## config.mk

```make
export PLATFORM = sky130hd
export DESIGN_NAME = dma_irq_status_clear_bank
export DESIGN_NICKNAME = d
export VERILOG_FILES = /design/src/dma_irq_pkg.sv /design/src/dma_irq_status_clear_bank.sv /design/src/chan_flags.sv /design/src/irq_collect.sv
export SDC_FILE = /design/constraint.sdc
export NUM_CORES = 1
export LEC_CHECK = 0
export BUFFER_PORTS_ARGS = -buffer_cell sky130_fd_sc_hd__buf_2
export CORE_MARGIN = 4
export CORE_UTILIZATION = 42
export DETAILED_ROUTE_END_ITERATION = 8
export PLACE_DENSITY = 0.92
export SKIP_LAST_GASP = 1
export SYNTH_ARGS = -nofsm -noshare
export SYNTH_HDL_FRONTEND = slang
export SYNTH_SLANG_ARGS = --single-unit
export TNS_END_PERCENT = 30
```

## constraint.sdc

```tcl
create_clock -name clk -period 1.7 [get_ports clk]
set_clock_uncertainty 0.2 [all_clocks]
set_input_delay 0.255 -clock clk [delete_from_list [all_inputs] [get_ports clk]]
set_output_delay 0.255 -clock clk [all_outputs]
set_load 0.01 [all_outputs]
```

## src/dma_irq_pkg.sv

```systemverilog
// Package: register map, field layout and shared types of the DMA irq bank
//------------------------------------------------------------
// What this block does
// - Write one to bit 1 clears channel 1 error
// - Write one to bit 0 clears channel 0 error
// - Raw terminal count bit 1 shows channel 1
// - Raw terminal count bit 0 shows channel 0
// - Raw error bit 1 shows channel 1
// - Raw error bit 0 shows channel 0
// - Masked error flags are raw ANDed with enable
// - Masked terminal count flags gated by enable
// - Enabled bit clears when transfer count reaches zero
//------------------------------------------------------------
package dma_irq_pkg;
  localparam int NumChan = 2;
  localparam int AddrW = 8;
  // Register byte offsets
  localparam logic [7:0] OffMaskedTc = 8'h04;
  localparam logic [7:0] OffTcClear = 8'h08;
  localparam logic [7:0] OffMaskedErr = 8'h0c;
  localparam logic [7:0] OffErrClear = 8'h10;
  localparam logic [7:0] OffRawTc = 8'h14;
  localparam logic [7:0] OffRawErr = 8'h18;
  localparam logic [7:0] OffEnabled = 8'h1c;
  localparam logic [7:0] OffTcEnable = 8'h20;
  localparam logic [7:0] OffErrEnable = 8'h24;
  localparam logic [7:0] OffIrqStatus = 8'h28;
  localparam logic [7:0] OffIrqMask = 8'h2c;
  // Field positions
  localparam int BitCh0 = 0;
  localparam int BitCh1 = 1;
  // Reset values
  localparam logic [1:0] RstFlags = 2'h0;
  localparam logic [3:0] RstIrq = 4'h0;
  // Per-channel event carrier
  typedef struct packed {
    logic tcEvent;
    logic errEvent;
    logic chanStart;
    logic countZero;
  } chan_evt_t;
endpackage

```

## src/dma_irq_status_clear_bank.sv

```systemverilog
// Top: register port, channel flags and interrupt collection
//
// Design decisions made here: the address-and-strobe port and the register offsets.
module dma_irq_status_clear_bank (
  input wire logic clk, // System clock 25 MHz
  input wire logic rst_n, // Async reset, active low
  input wire logic [7:0] addr, // Register byte address
  input wire logic [31:0] wdata, // Write data
  input wire logic wr, // Write strobe
  input wire logic rd, // Read strobe
  output logic [31:0] rdata, // Read data, cycle after rd
  input dma_irq_pkg::chan_evt_t [1:0] chanEvt, // Channel events
  output logic [1:0] maskedTc, // Masked terminal count
  output logic [1:0] maskedErr, // Masked error
  output logic irq // Interrupt level
);
  //------------------------------------------------------------
  // Address decode
  //------------------------------------------------------------
  logic [1:0] tcEn_q, tcEn_d, errEn_q, errEn_d;
  logic [31:0] rdata_q, rdata_d;
  logic [1:0] rawTc, rawErr, enabled, tcClr, errClr;
  logic [3:0] irqStatus, irqMask, irqEvents;
  logic selTcClr, selErrClr, selTcEn, selErrEn, selMask, rdIrq;

  assign selTcClr = wr && addr == dma_irq_pkg::OffTcClear;
  assign selErrClr = wr && addr == dma_irq_pkg::OffErrClear;
  assign selTcEn = wr && addr == dma_irq_pkg::OffTcEnable;
  assign selErrEn = wr && addr == dma_irq_pkg::OffErrEnable;
  assign selMask = wr && addr == dma_irq_pkg::OffIrqMask;
  assign rdIrq = rd && addr == dma_irq_pkg::OffIrqStatus;

  // Write-one clear pulses, zero bits do nothing
  assign tcClr = selTcClr ? wdata[1:0] : 2'h0;
  assign errClr[dma_irq_pkg::BitCh1] = selErrClr
    & wdata[dma_irq_pkg::BitCh1];
  assign errClr[dma_irq_pkg::BitCh0] = selErrClr
    & wdata[dma_irq_pkg::BitCh0];

  assign tcEn_d = selTcEn ? wdata[1:0] : tcEn_q;
  assign errEn_d = selErrEn ? wdata[1:0] : errEn_q;

  //------------------------------------------------------------
  // Channel flags
  //------------------------------------------------------------
  genvar gi;
  generate
    for (gi = 0; gi < dma_irq_pkg::NumChan; gi++) begin : gChan
      chan_flags uFlags (
        .clk(clk),
        .rst_n(rst_n),
        .evt(chanEvt[gi]),
        .tcClr(tcClr[gi]),
        .errClr(errClr[gi]),
        .rawTc(rawTc[gi]),
        .rawErr(rawErr[gi]),
        .enabled(enabled[gi])
      );
    end
  endgenerate

  // Masked views
  assign maskedTc = rawTc & tcEn_q;
  assign maskedErr = rawErr & errEn_q;

  //------------------------------------------------------------
  // Interrupt collection
  //------------------------------------------------------------
  assign irqEvents = {chanEvt[1].errEvent, chanEvt[0].errEvent,
    chanEvt[1].tcEvent, chanEvt[0].tcEvent};

  irq_collect uIrq (
    .clk(clk),
    .rst_n(rst_n),
    .events(irqEvents),
    .rdClr(rdIrq),
    .maskWr(selMask),
    .maskIn(wdata[3:0]),
    .status(irqStatus),
    .mask(irqMask),
    .irq(irq)
  );

  //------------------------------------------------------------
  // Read mux, write-only and unmapped read zero
  //------------------------------------------------------------
  always_comb begin
    rdata_d = 32'h0;
    if (rd) begin
      unique case (addr)
        dma_irq_pkg::OffMaskedTc: rdata_d[1:0] = maskedTc;
        dma_irq_pkg::OffMaskedErr: rdata_d[1:0] = maskedErr;
        dma_irq_pkg::OffRawTc: rdata_d[1:0] = rawTc;
        dma_irq_pkg::OffRawErr: rdata_d[1:0] = rawErr;
        dma_irq_pkg::OffEnabled: rdata_d[1:0] = enabled;
        dma_irq_pkg::OffTcEnable: rdata_d[1:0] = tcEn_q;
        dma_irq_pkg::OffErrEnable: rdata_d[1:0] = errEn_q;
        dma_irq_pkg::OffIrqStatus: rdata_d[3:0] = irqStatus;
        dma_irq_pkg::OffIrqMask: rdata_d[3:0] = irqMask;
        default: rdata_d = 32'h0;
      endcase
    end
  end

  // Enables and read data registers
  always_ff @(posedge clk or negedge rst_n) begin
    if (!rst_n) begin
      tcEn_q <= dma_irq_pkg::RstFlags;
      errEn_q <= dma_irq_pkg::RstFlags;
      rdata_q <= 32'h0;
    end else begin
      tcEn_q <= tcEn_d;
      errEn_q <= errEn_d;
      rdata_q <= rdata_d;
    end
  end

  assign rdata = rdata_q;
endmodule // dma_irq_status_clear_bank

```

## src/chan_flags.sv

```systemverilog
// Per-channel raw flags and enable-status flag
module chan_flags (
  input wire logic clk, // System clock
  input wire logic rst_n, // Async reset, active low
  input dma_irq_pkg::chan_evt_t evt, // Channel events
  input wire logic tcClr, // Clear terminal count flag
  input wire logic errClr, // Clear error flag
  output logic rawTc, // Raw terminal count flag
  output logic rawErr, // Raw error flag
  output logic enabled // Channel enabled flag
);
  logic rawTc_q, rawErr_q, enabled_q;
  logic rawTc_d, rawErr_d, enabled_d;

  // Set beats clear
  assign rawTc_d = evt.tcEvent | (rawTc_q & ~tcClr);
  assign rawErr_d = evt.errEvent | (rawErr_q & ~errClr);
  // Enabled clears once the count hits zero
  assign enabled_d = evt.chanStart | (enabled_q & ~evt.countZero);

  // Flag registers
  always_ff @(posedge clk or negedge rst_n) begin
    if (!rst_n) begin
      rawTc_q <= 1'b0;
      rawErr_q <= 1'b0;
      enabled_q <= 1'b0;
    end else begin
      rawTc_q <= rawTc_d;
      rawErr_q <= rawErr_d;
      enabled_q <= enabled_d;
    end
  end

  assign rawTc = rawTc_q;
  assign rawErr = rawErr_q;
  assign enabled = enabled_q;
endmodule // chan_flags

```

## src/irq_collect.sv

```systemverilog
// Sticky interrupt status with read-clear, mask and level output
module irq_collect (
  input wire logic clk, // System clock
  input wire logic rst_n, // Async reset, active low
  input wire logic [3:0] events, // Event pulses
  input wire logic rdClr, // Status read clears
  input wire logic maskWr, // Mask write
  input wire logic [3:0] maskIn, // Mask write data
  output logic [3:0] status, // Sticky status
  output logic [3:0] mask, // Mask register
  output logic irq // Level interrupt
);
  logic [3:0] status_q, status_d, mask_q, mask_d;

  // Event wins over read-clear
  assign status_d = events | (status_q & {4{~rdClr}});
  assign mask_d = maskWr ? maskIn : mask_q;

  // Status and mask registers
  always_ff @(posedge clk or negedge rst_n) begin
    if (!rst_n) begin
      status_q <= dma_irq_pkg::RstIrq;
      mask_q <= dma_irq_pkg::RstIrq;
    end else begin
      status_q <= status_d;
      mask_q <= mask_d;
    end
  end

  assign status = status_q;
  assign mask = mask_q;
  assign irq = |(status_q & mask_q);
endmodule // irq_collect

```

# Word-level counts from Yosys, hierarchy flattened
# Cells that the tools add are included.
# W data, S select, Z words.
dict set report word_totals {
  regBits 22
  in_bits 52
  output_inout_bits 37
}
dict set report classes {
  n_eq_ne 11
  muxes 4
  n_bitwise 26
  n_reduce_logical 7
}
# op n
set ops {}
lappend ops {{$eq A8 B5 Y1 const B} 4}
lappend ops {{$eq A8 B6 Y1 const B} 4}
lappend ops {{$pmux W2 S9} 1}
lappend ops {{$eq A8 B4 Y1 const B} 2}
lappend ops {{$and A1 B1 Y1} 8}
lappend ops {{$and A4 B4 Y4} 2}
lappend ops {{$eq A8 B3 Y1 const B} 1}
lappend ops {{$not A1 Y1} 7}
lappend ops {{$logic_and A1 B1 Y1} 6}
lappend ops {{$or A1 B1 Y1} 6}
lappend ops {{$and A2 B2 Y2} 2}
lappend ops {{$mux W4} 1}
lappend ops {{$or A4 B4 Y4} 1}
lappend ops {{$pmux W2 S2} 1}
lappend ops {{$reduce_or A4 Y1} 1}
lappend ops {{$mux W2} 1}

# Depth between registers and ports, before layout
# Gate-level depths: netlist of run 1.
dict set report depth {
  word_depth 6
  depth_mapped 5
  depth_no_buf 4
}

# By module
# From an unflattened synthesis of run 1, not the netlist that was laid out.
dict set report hier_totals {
  cells_unflattened 144
  hier_area_um2 1426.4
}
# mod instances cells_per_inst area_each_um2
set by_module_without_submodules {}
lappend by_module_without_submodules {dma_irq_status_clear_bank 1 106 910.9}
lappend by_module_without_submodules {irq_collect 1 20 297.8}
lappend by_module_without_submodules {chan_flags 2 9 108.9}

# Worst setup path before layout of run 1
# No wires, ideal clock.
dict set report synth_timing {
  path_type {input to register}
  startpoint {input port addr[4]}
  endpoint {register uIrq.mask_q[0], in the netlist uIrq.mask[0]}
  setup_ns 0.125
  arrival_time_ns 1.364
  t_required_ns 1.375
  setup_slack_ns 0.012
  cell_stages 4
  n_path_buf 0
  path_cell_list {nor4b_4 -> nand3_1 -> nor2_1 -> mux2_2}
}
dict set report synth_via {
  elab_chain_len 2
}
# item line_no
set synth_rtl {}
lappend synth_rtl {{from (decl)} dma_irq_status_clear_bank.sv:7} ;# input wire logic [7:0] addr,
lappend synth_rtl {{$eq A8 B6 Y1} dma_irq_status_clear_bank.sv:30} ;# assign selMask = wr && addr == dma_irq_pkg::OffIrqMask;
lappend synth_rtl {{$logic_and A1 B1 Y1} dma_irq_status_clear_bank.sv:30}
lappend synth_rtl {{to (signal assigned)} irq_collect.sv:23} ;# mask_q <= dma_irq_pkg::RstIrq;
lappend synth_rtl {{to (signal assigned)} irq_collect.sv:26} ;# mask_q <= mask_d;
lappend synth_rtl {{to (decl)} irq_collect.sv:13} ;# logic [3:0] status_q, status_d, mask_q, mask_d;
# Every way passes these cells.
# A chain may end at the register's enable or synchronous reset.

# Final worst setup path of run 1
dict set report layout_timing {
  startpoint {register uIrq.mask_q[1], in the netlist uIrq.mask[1]}
  endpoint {output port irq}
}
dict set report layout_via {
  elab_chain_len 2
}
# item line_no
set layout_rtl {}
lappend layout_rtl {{$and A4 B4 Y4} irq_collect.sv:32} ;# assign irq = |(status_q & mask_q);
lappend layout_rtl {{$reduce_or A4 Y1} irq_collect.sv:32}
lappend layout_rtl {{to (decl)} dma_irq_status_clear_bank.sv:15} ;# output logic irq
# Every way passes these cells.

==> impl_metrics.tcl, run 1 <==
set metrics [dict create \
    setup_tns_ns 0 \
    cp_max_fo 3 \
    dp.cells 222 \
    ys_warn_count 0 \
    gp_congestion 0.915 \
    die_w_um 64.8 \
    clk_pin_slew_ns 0.11 \
    grt_pass1_vias 1094 \
    ys_seq_elements 22 \
    place_ws_ns -0.138 \
    antenna_found_initial 0 \
    power.leakage_nw 0.832 \
    hpwl_um 2400 \
    initial_core_util_pct 44.0 \
    max_freq_mhz 615 \
    io_pins 89 \
    ys_seq_area_share_pct 40.6 \
    drc 0 \
    run_status "complete, no violations" \
    timing.final.ws_setup_ns 0.0738 \
    power_frac_comb_pct 18.9 \
    cts_made_buffers 3 \
    required_ns 1.24 \
    die_height_um 64.8 \
    p_clk_share_pct 27.9 \
    ir_worst_vdd_mv 0.348 \
    min_period_over_period_pct 95.7 \
    routed_via_density 4.87 \
    drive_gt1_share_pct 32.0 \
    crit_type "register to primary output" \
    totalWireLength_um 3160 \
    hold_viol 0 \
    antennaDiodeCount 0 \
    vias 1158 \
    drt_iter0_drc 30 \
    setup_viol 0 \
    regToRegSetupSlack_ns 0.23 \
    cts-htree-levels 1 \
    syn_to_final_growth_pct 25.2 \
    fp.dieArea_mm2 0.00420 \
    rsz0062_at_grt "false" \
    grt_pass1_wl_um 4960 \
    finish.utilization_pct 55.1 \
    p_sw_share_pct 26.7 \
    p_total_mw 1.03 \
    root_buffer "clkbuf_4" \
    fin_nets 247 \
    ys_types 36 \
    cts_tree "built" \
    grt_max_degree 23 \
    synth_flop_cell "dfrtp_1" \
    startpoint_type "register" \
    internal_power_mw 0.754 \
    synth_edf_count 0 \
    seqPwrFrac_pct 53.2 \
    fin_area_mm2 0.00170 \
    antenna_left 0 \
    core.rowCount 20 \
    core_area_mm2 0.00308 \
    async_flop_share_pct 100 \
    cts.path.max_buffers 2 \
    clkLatencyLatePin_ns 0.31 \
    drv_cap 0 \
    critPathArrivalTime_ns 1.17 \
    maxSlewViolCount 0 \
    numPortBuffers 32 \
    hold_class "input pin to register" \
    avgRoutedWirePerCell_um 13.3 \
    drtPass1Iterations 6 \
    p_switching_mw 0.275 \
    postPlaceCellArea_mm2 0.00154 \
    synth.cell_area_mm2 0.00136 \
    holdWs_ns 0.0119 \
    period_needed_ns 1.63 \
    gr-total-overflow 0 \
    p_per_area_mw_per_mm2 607 \
    final_cells 238 \
    cts.sink_count 22 \
    postSynthCellCount 137 \
    grt_usage_pct 15.1 \
    cp-end-kind "primary output" \
    syn_avg_cell_area_um2 9.89 \
]
cell usage in the layout (no fill, tap or decap), drive strengths merged, types with 2 or more instances in the layout:
| cell | n |
|---|---|
| nand4 | 3 |
| o21ai | 3 |
| nor2 | 8 |
| dfrtp | 22 |
| a22oi | 2 |
| nor3 | 3 |
| mux2i | 4 |
| inv | 4 |
| and3 | 2 |
| a21oi | 2 |
| mux2 | 8 |
| dlygate4sd3 | 10 |
| nand3 | 4 |
| and2 | 4 |
| a21o | 10 |
| buf | 46 |
| clkbuf | 4 |
| or3 | 3 |
| nand2 | 7 |
| conb | 28 |
| nand3b | 2 |
| nor2b | 2 |
power by group through the flow:
stage / registers, mW / clock network, mW / logic, mW
2_1_floorplan: 0.553 / 0 / 0.139
3_3_place_gp: 0.556 / 0 / 0.170
3_5_place_dp: 0.557 / 0 / 0.173
4_1_cts: 0.547 / 0.295 / 0.191
5_1_grt: 0.549 / 0.314 / 0.217
6_report: 0.548 / 0.287 / 0.195
path summary, 6_finish.rpt:
| path | start | to | cells past startpoint |
|---|---|---|---|
| max | uIrq.mask[1]$_DFFE_PN0P_ | irq | 3 |
| min | chanEvt[4] | gChan[1].uFlags.enabled$_DFF_PN0_ | 3 |
| max reg2reg | gChan[0].uFlags.rawErr$_DFF_PN0_ | rdata[0]$_DFF_PN0_ | 4 |
| min reg2reg | gChan[1].uFlags.enabled$_DFF_PN0_ | gChan[1].uFlags.enabled$_DFF_PN0_ | 1 |
| max in group asynchronous | rst_n | rdata[3]$_DFF_PN0_ | 2 |
| min in group asynchronous | rst_n | gChan[1].uFlags.rawTc$_DFF_PN0_ | 2 |
critical path, stage by stage (launching register included):
cell and delay, ns:
dfrtp_1 0.45, a22oi_2 0.20, nand2_1 0.07, buf_2 0.14
layer usage:
metal	vias up	share of wire, %	track usage (%)
met1	547	37	18.6
met3	5	9.7	2.25
met4	0	1.7	6.07
met5	-	0	0
li1	545	-	-
met2	61	52	26.1
Yosys cell counts (2+ instances only):
library cell	number	area share [%]
buf_4	29	16
o21ai_0	3	1.1
a22oi_1	2	1.1
nor3_1	3	1.1
and2_1	3	1.4
mux2_2	8	6.6
mux2i_1	4	3.0
nand2_1	7	1.9
dfrtp_1	22	41
nand4_1	3	1.4
inv_1	4	1.1
a21o_1	10	5.5
and3_1	2	0.92
or3_1	2	0.92
nand3_1	4	1.5
nand3b_1	2	1.1
a21oi_1	2	0.74
nor2_1	8	2.2
nor2b_1	2	0.92
registers in the layout, indices dropped and copies added (netlist names):
signal,flops
gChan.uFlags.rawTc,2
errEn_q,2
gChan.uFlags.enabled,2
tcEn_q,2
uIrq.mask,4
rdata,4
gChan.uFlags.rawErr,2
uIrq.status,4
cells by family after synthesis:
| family | after synthesis | share of synthesized area, % |
|---|---|---|
| flops | 22 | 40.6 |
| compound gates | 25 | 13.5 |
| buf+inv | 34 | 17.5 |
| other cells | 1 | 0.277 |
| mux | 12 | 9.60 |
| simple gates | 43 | 18.6 |
repair_timing:
item	CTS	global route
gates resized for setup	0	1
hold endpoints to repair	34	0
setup buffers	0	2
hold buffers	10	0
setup endpoints to repair	0	1
layout make-up:
type                    count  area, µm²
well taps                  44       55.1
clock buffers               4       36.3
repair buffers             56        365
fillers                   277       1380
inverters                   4       15.0
flip-flops and latches     22        551
multi-input cells         108        674
(Power assumes the default switching activity.)
==> run 2, diff against run 1 <==
Settings changed: CORE_MARGIN 4 to 8, CTS_BUF_LIST from default to sky130_fd_sc_hd__clkbuf_4 sky130_fd_sc_hd__clkbuf_8 sky130_fd_sc_hd__clkbuf_16.
==> run 2 against run 1 <==
  * Cell count down 1.7%
  * Critical path depth is the same
  * Sequential cell count unchanged
  * Global-route usage down 2.9 points
  * Clock-buffer cell count fell by 1
  * Critical path type unchanged
  * Cell area fell by 1.3%
  * Non-clock buffer count down 4
  * Combinational power is essentially flat
==> impl_metrics.tcl, run 2 (synthesis gave the netlist of run 1 again) <==
set metrics [dict create \
    root_buffer "clkbuf_4" \
    clkLatencyLatePin_ns 0.30 \
    drv_cap 0 \
    gr-total-overflow 0 \
    gp_congestion 0.886 \
    final_common_cell "buf_2" \
    cp_max_fo 3 \
    drc 0 \
    avgRoutedWirePerCell_um 14.1 \
    drive_gt1_share_pct 30.5 \
    timing.final.ws_setup_ns 0.105 \
    startpoint_type "register" \
    run_status "complete, no violations" \
    cp_slowest_cell "dfrtp_1" \
    vias 1134 \
    grt_usage_pct 12.2 \
    p_per_area_mw_per_mm2 673 \
    initial_core_util_pct 44.4 \
    critPathArrivalTime_ns 1.14 \
    die_height_um 72.8 \
    drt_iter0_drc 46 \
    required_ns 1.24 \
    clk_pin_slew_ns 0.12 \
    rsz0062_at_grt "false" \
    syn_to_final_growth_pct 23.6 \
    worstPathCellList "a22oi_1 -> nand2_1 -> buf_2" \
    maxSlewViolCount 0 \
    cts_resized 0 \
    ir_worst_vdd_mv 0.468 \
    max_freq_mhz 627 \
    numPortBuffers 32 \
    cts.sink_count 22 \
    cts-htree-levels 1 \
    period_needed_ns 1.60 \
    grt_pass1_vias 1118 \
    cp-end-kind "primary output" \
    power.leakage_nw 0.822 \
    antenna_found_initial 0 \
    fp.dieArea_mm2 0.00530 \
    antennaDiodeCount 0 \
    finish.utilization_pct 54.9 \
    core.rowCount 20 \
    hold_class "input pin to register" \
    grt_max_degree 23 \
    core_area_mm2 0.00305 \
    io_pins 89 \
    setup_tns_ns 0 \
    hpwl_um 2570 \
    cts.path.max_buffers 2 \
    cts_made_buffers 3 \
    holdWs_ns 0.0135 \
    drtPass1Iterations 4 \
    min_period_over_period_pct 93.8 \
    post_cts_buffers 0 \
    antenna_left 0 \
    fillCellCount 290 \
    cts_tree "built" \
    totalWireLength_um 3290 \
    hold_buffers 9 \
    fin_nets 243 \
    routed_via_density 4.85 \
    die_w_um 72.8 \
    final_cell_mix "buf_2, conb_1, dfrtp_1" \
    hold_viol 0 \
    setup_viol 0 \
    grt_pass1_wl_um 5170 \
    place_ws_ns -0.154 \
    crit_type "register to primary output" \
    slowest_delay_ns 0.44 \
]
==> run 2: worst max-delay path, delay by kind of cell, from the launching register on <==
family                 cells  cell delay, ns
flip-flops                 1            0.44
AND/OR/NAND/NOR            1            0.07
AO/OA/AOI/OAI              1            0.19
buffers and inverters      1            0.14
==> run 2: cell type report <==
cell class | instances | area [µm²] | share of cell area [%]
multi-input cells | 108 | 669 | 40.0
flip-flops and latches | 22 | 551 | 32.9
repair buffers | 52 | 333 | 19.9
well taps | 44 | 55.1 | 3.29
clock inverters | 1 | 30.0 | 1.79
clock buffers | 3 | 22.5 | 1.34
inverters | 4 | 15.0 | 0.896
==> run 2: path summary, 6_finish.rpt <==
path                                              startpoint                                 to  slack, ns  cells past startpoint
min in group asynchronous                              rst_n           uIrq.status[1]$_DFF_PN0_       0.24                      2
setup reg to reg            gChan[0].uFlags.rawErr$_DFF_PN0_                 rdata[0]$_DFF_PN0_       0.20                      4
hold reg to reg            gChan[1].uFlags.enabled$_DFF_PN0_  gChan[1].uFlags.enabled$_DFF_PN0_       0.29                      1
max in group asynchronous                              rst_n             errEn_q[0]$_DFFE_PN0P_       0.73                      2
setup / recovery                    uIrq.status[1]$_DFF_PN0_                                irq       0.10                      3
hold / removal                                    chanEvt[0]  gChan[0].uFlags.enabled$_DFF_PN0_       0.01                      3
==> run 2: per-stage QoR <==
stage                     total power [mW]  instances  area [µm²]
final                                 1.13        234        1680
after global routing                  1.18        234        1680
after CTS                             1.14        234        1680
after detailed placement             0.729        221        1530
after global placement               0.727        221        1530
after floorplan                      0.692        164        1460
==> run 2: metal layers <==
layer / track usage [%] / up-vias / wire (µm)
li1: - / 539 / -
met1: 14.4 / 530 / 1340
met2: 20.0 / 59 / 1550
met3: 3.85 / 6 / 348
met4: 4.67 / 0 / 48
met5: 0 / - / 0
==> run 2: report_power, final <==
group	switching, mW	total (mW)	internal (mW)	leakage (nW)
Clock	0.151	0.390	0.238	0.0279
Sequential	0.00988	0.546	0.536	0.258
Combinational	0.110	0.192	0.0828	0.536
Total	0.271	1.13	0.857	0.822
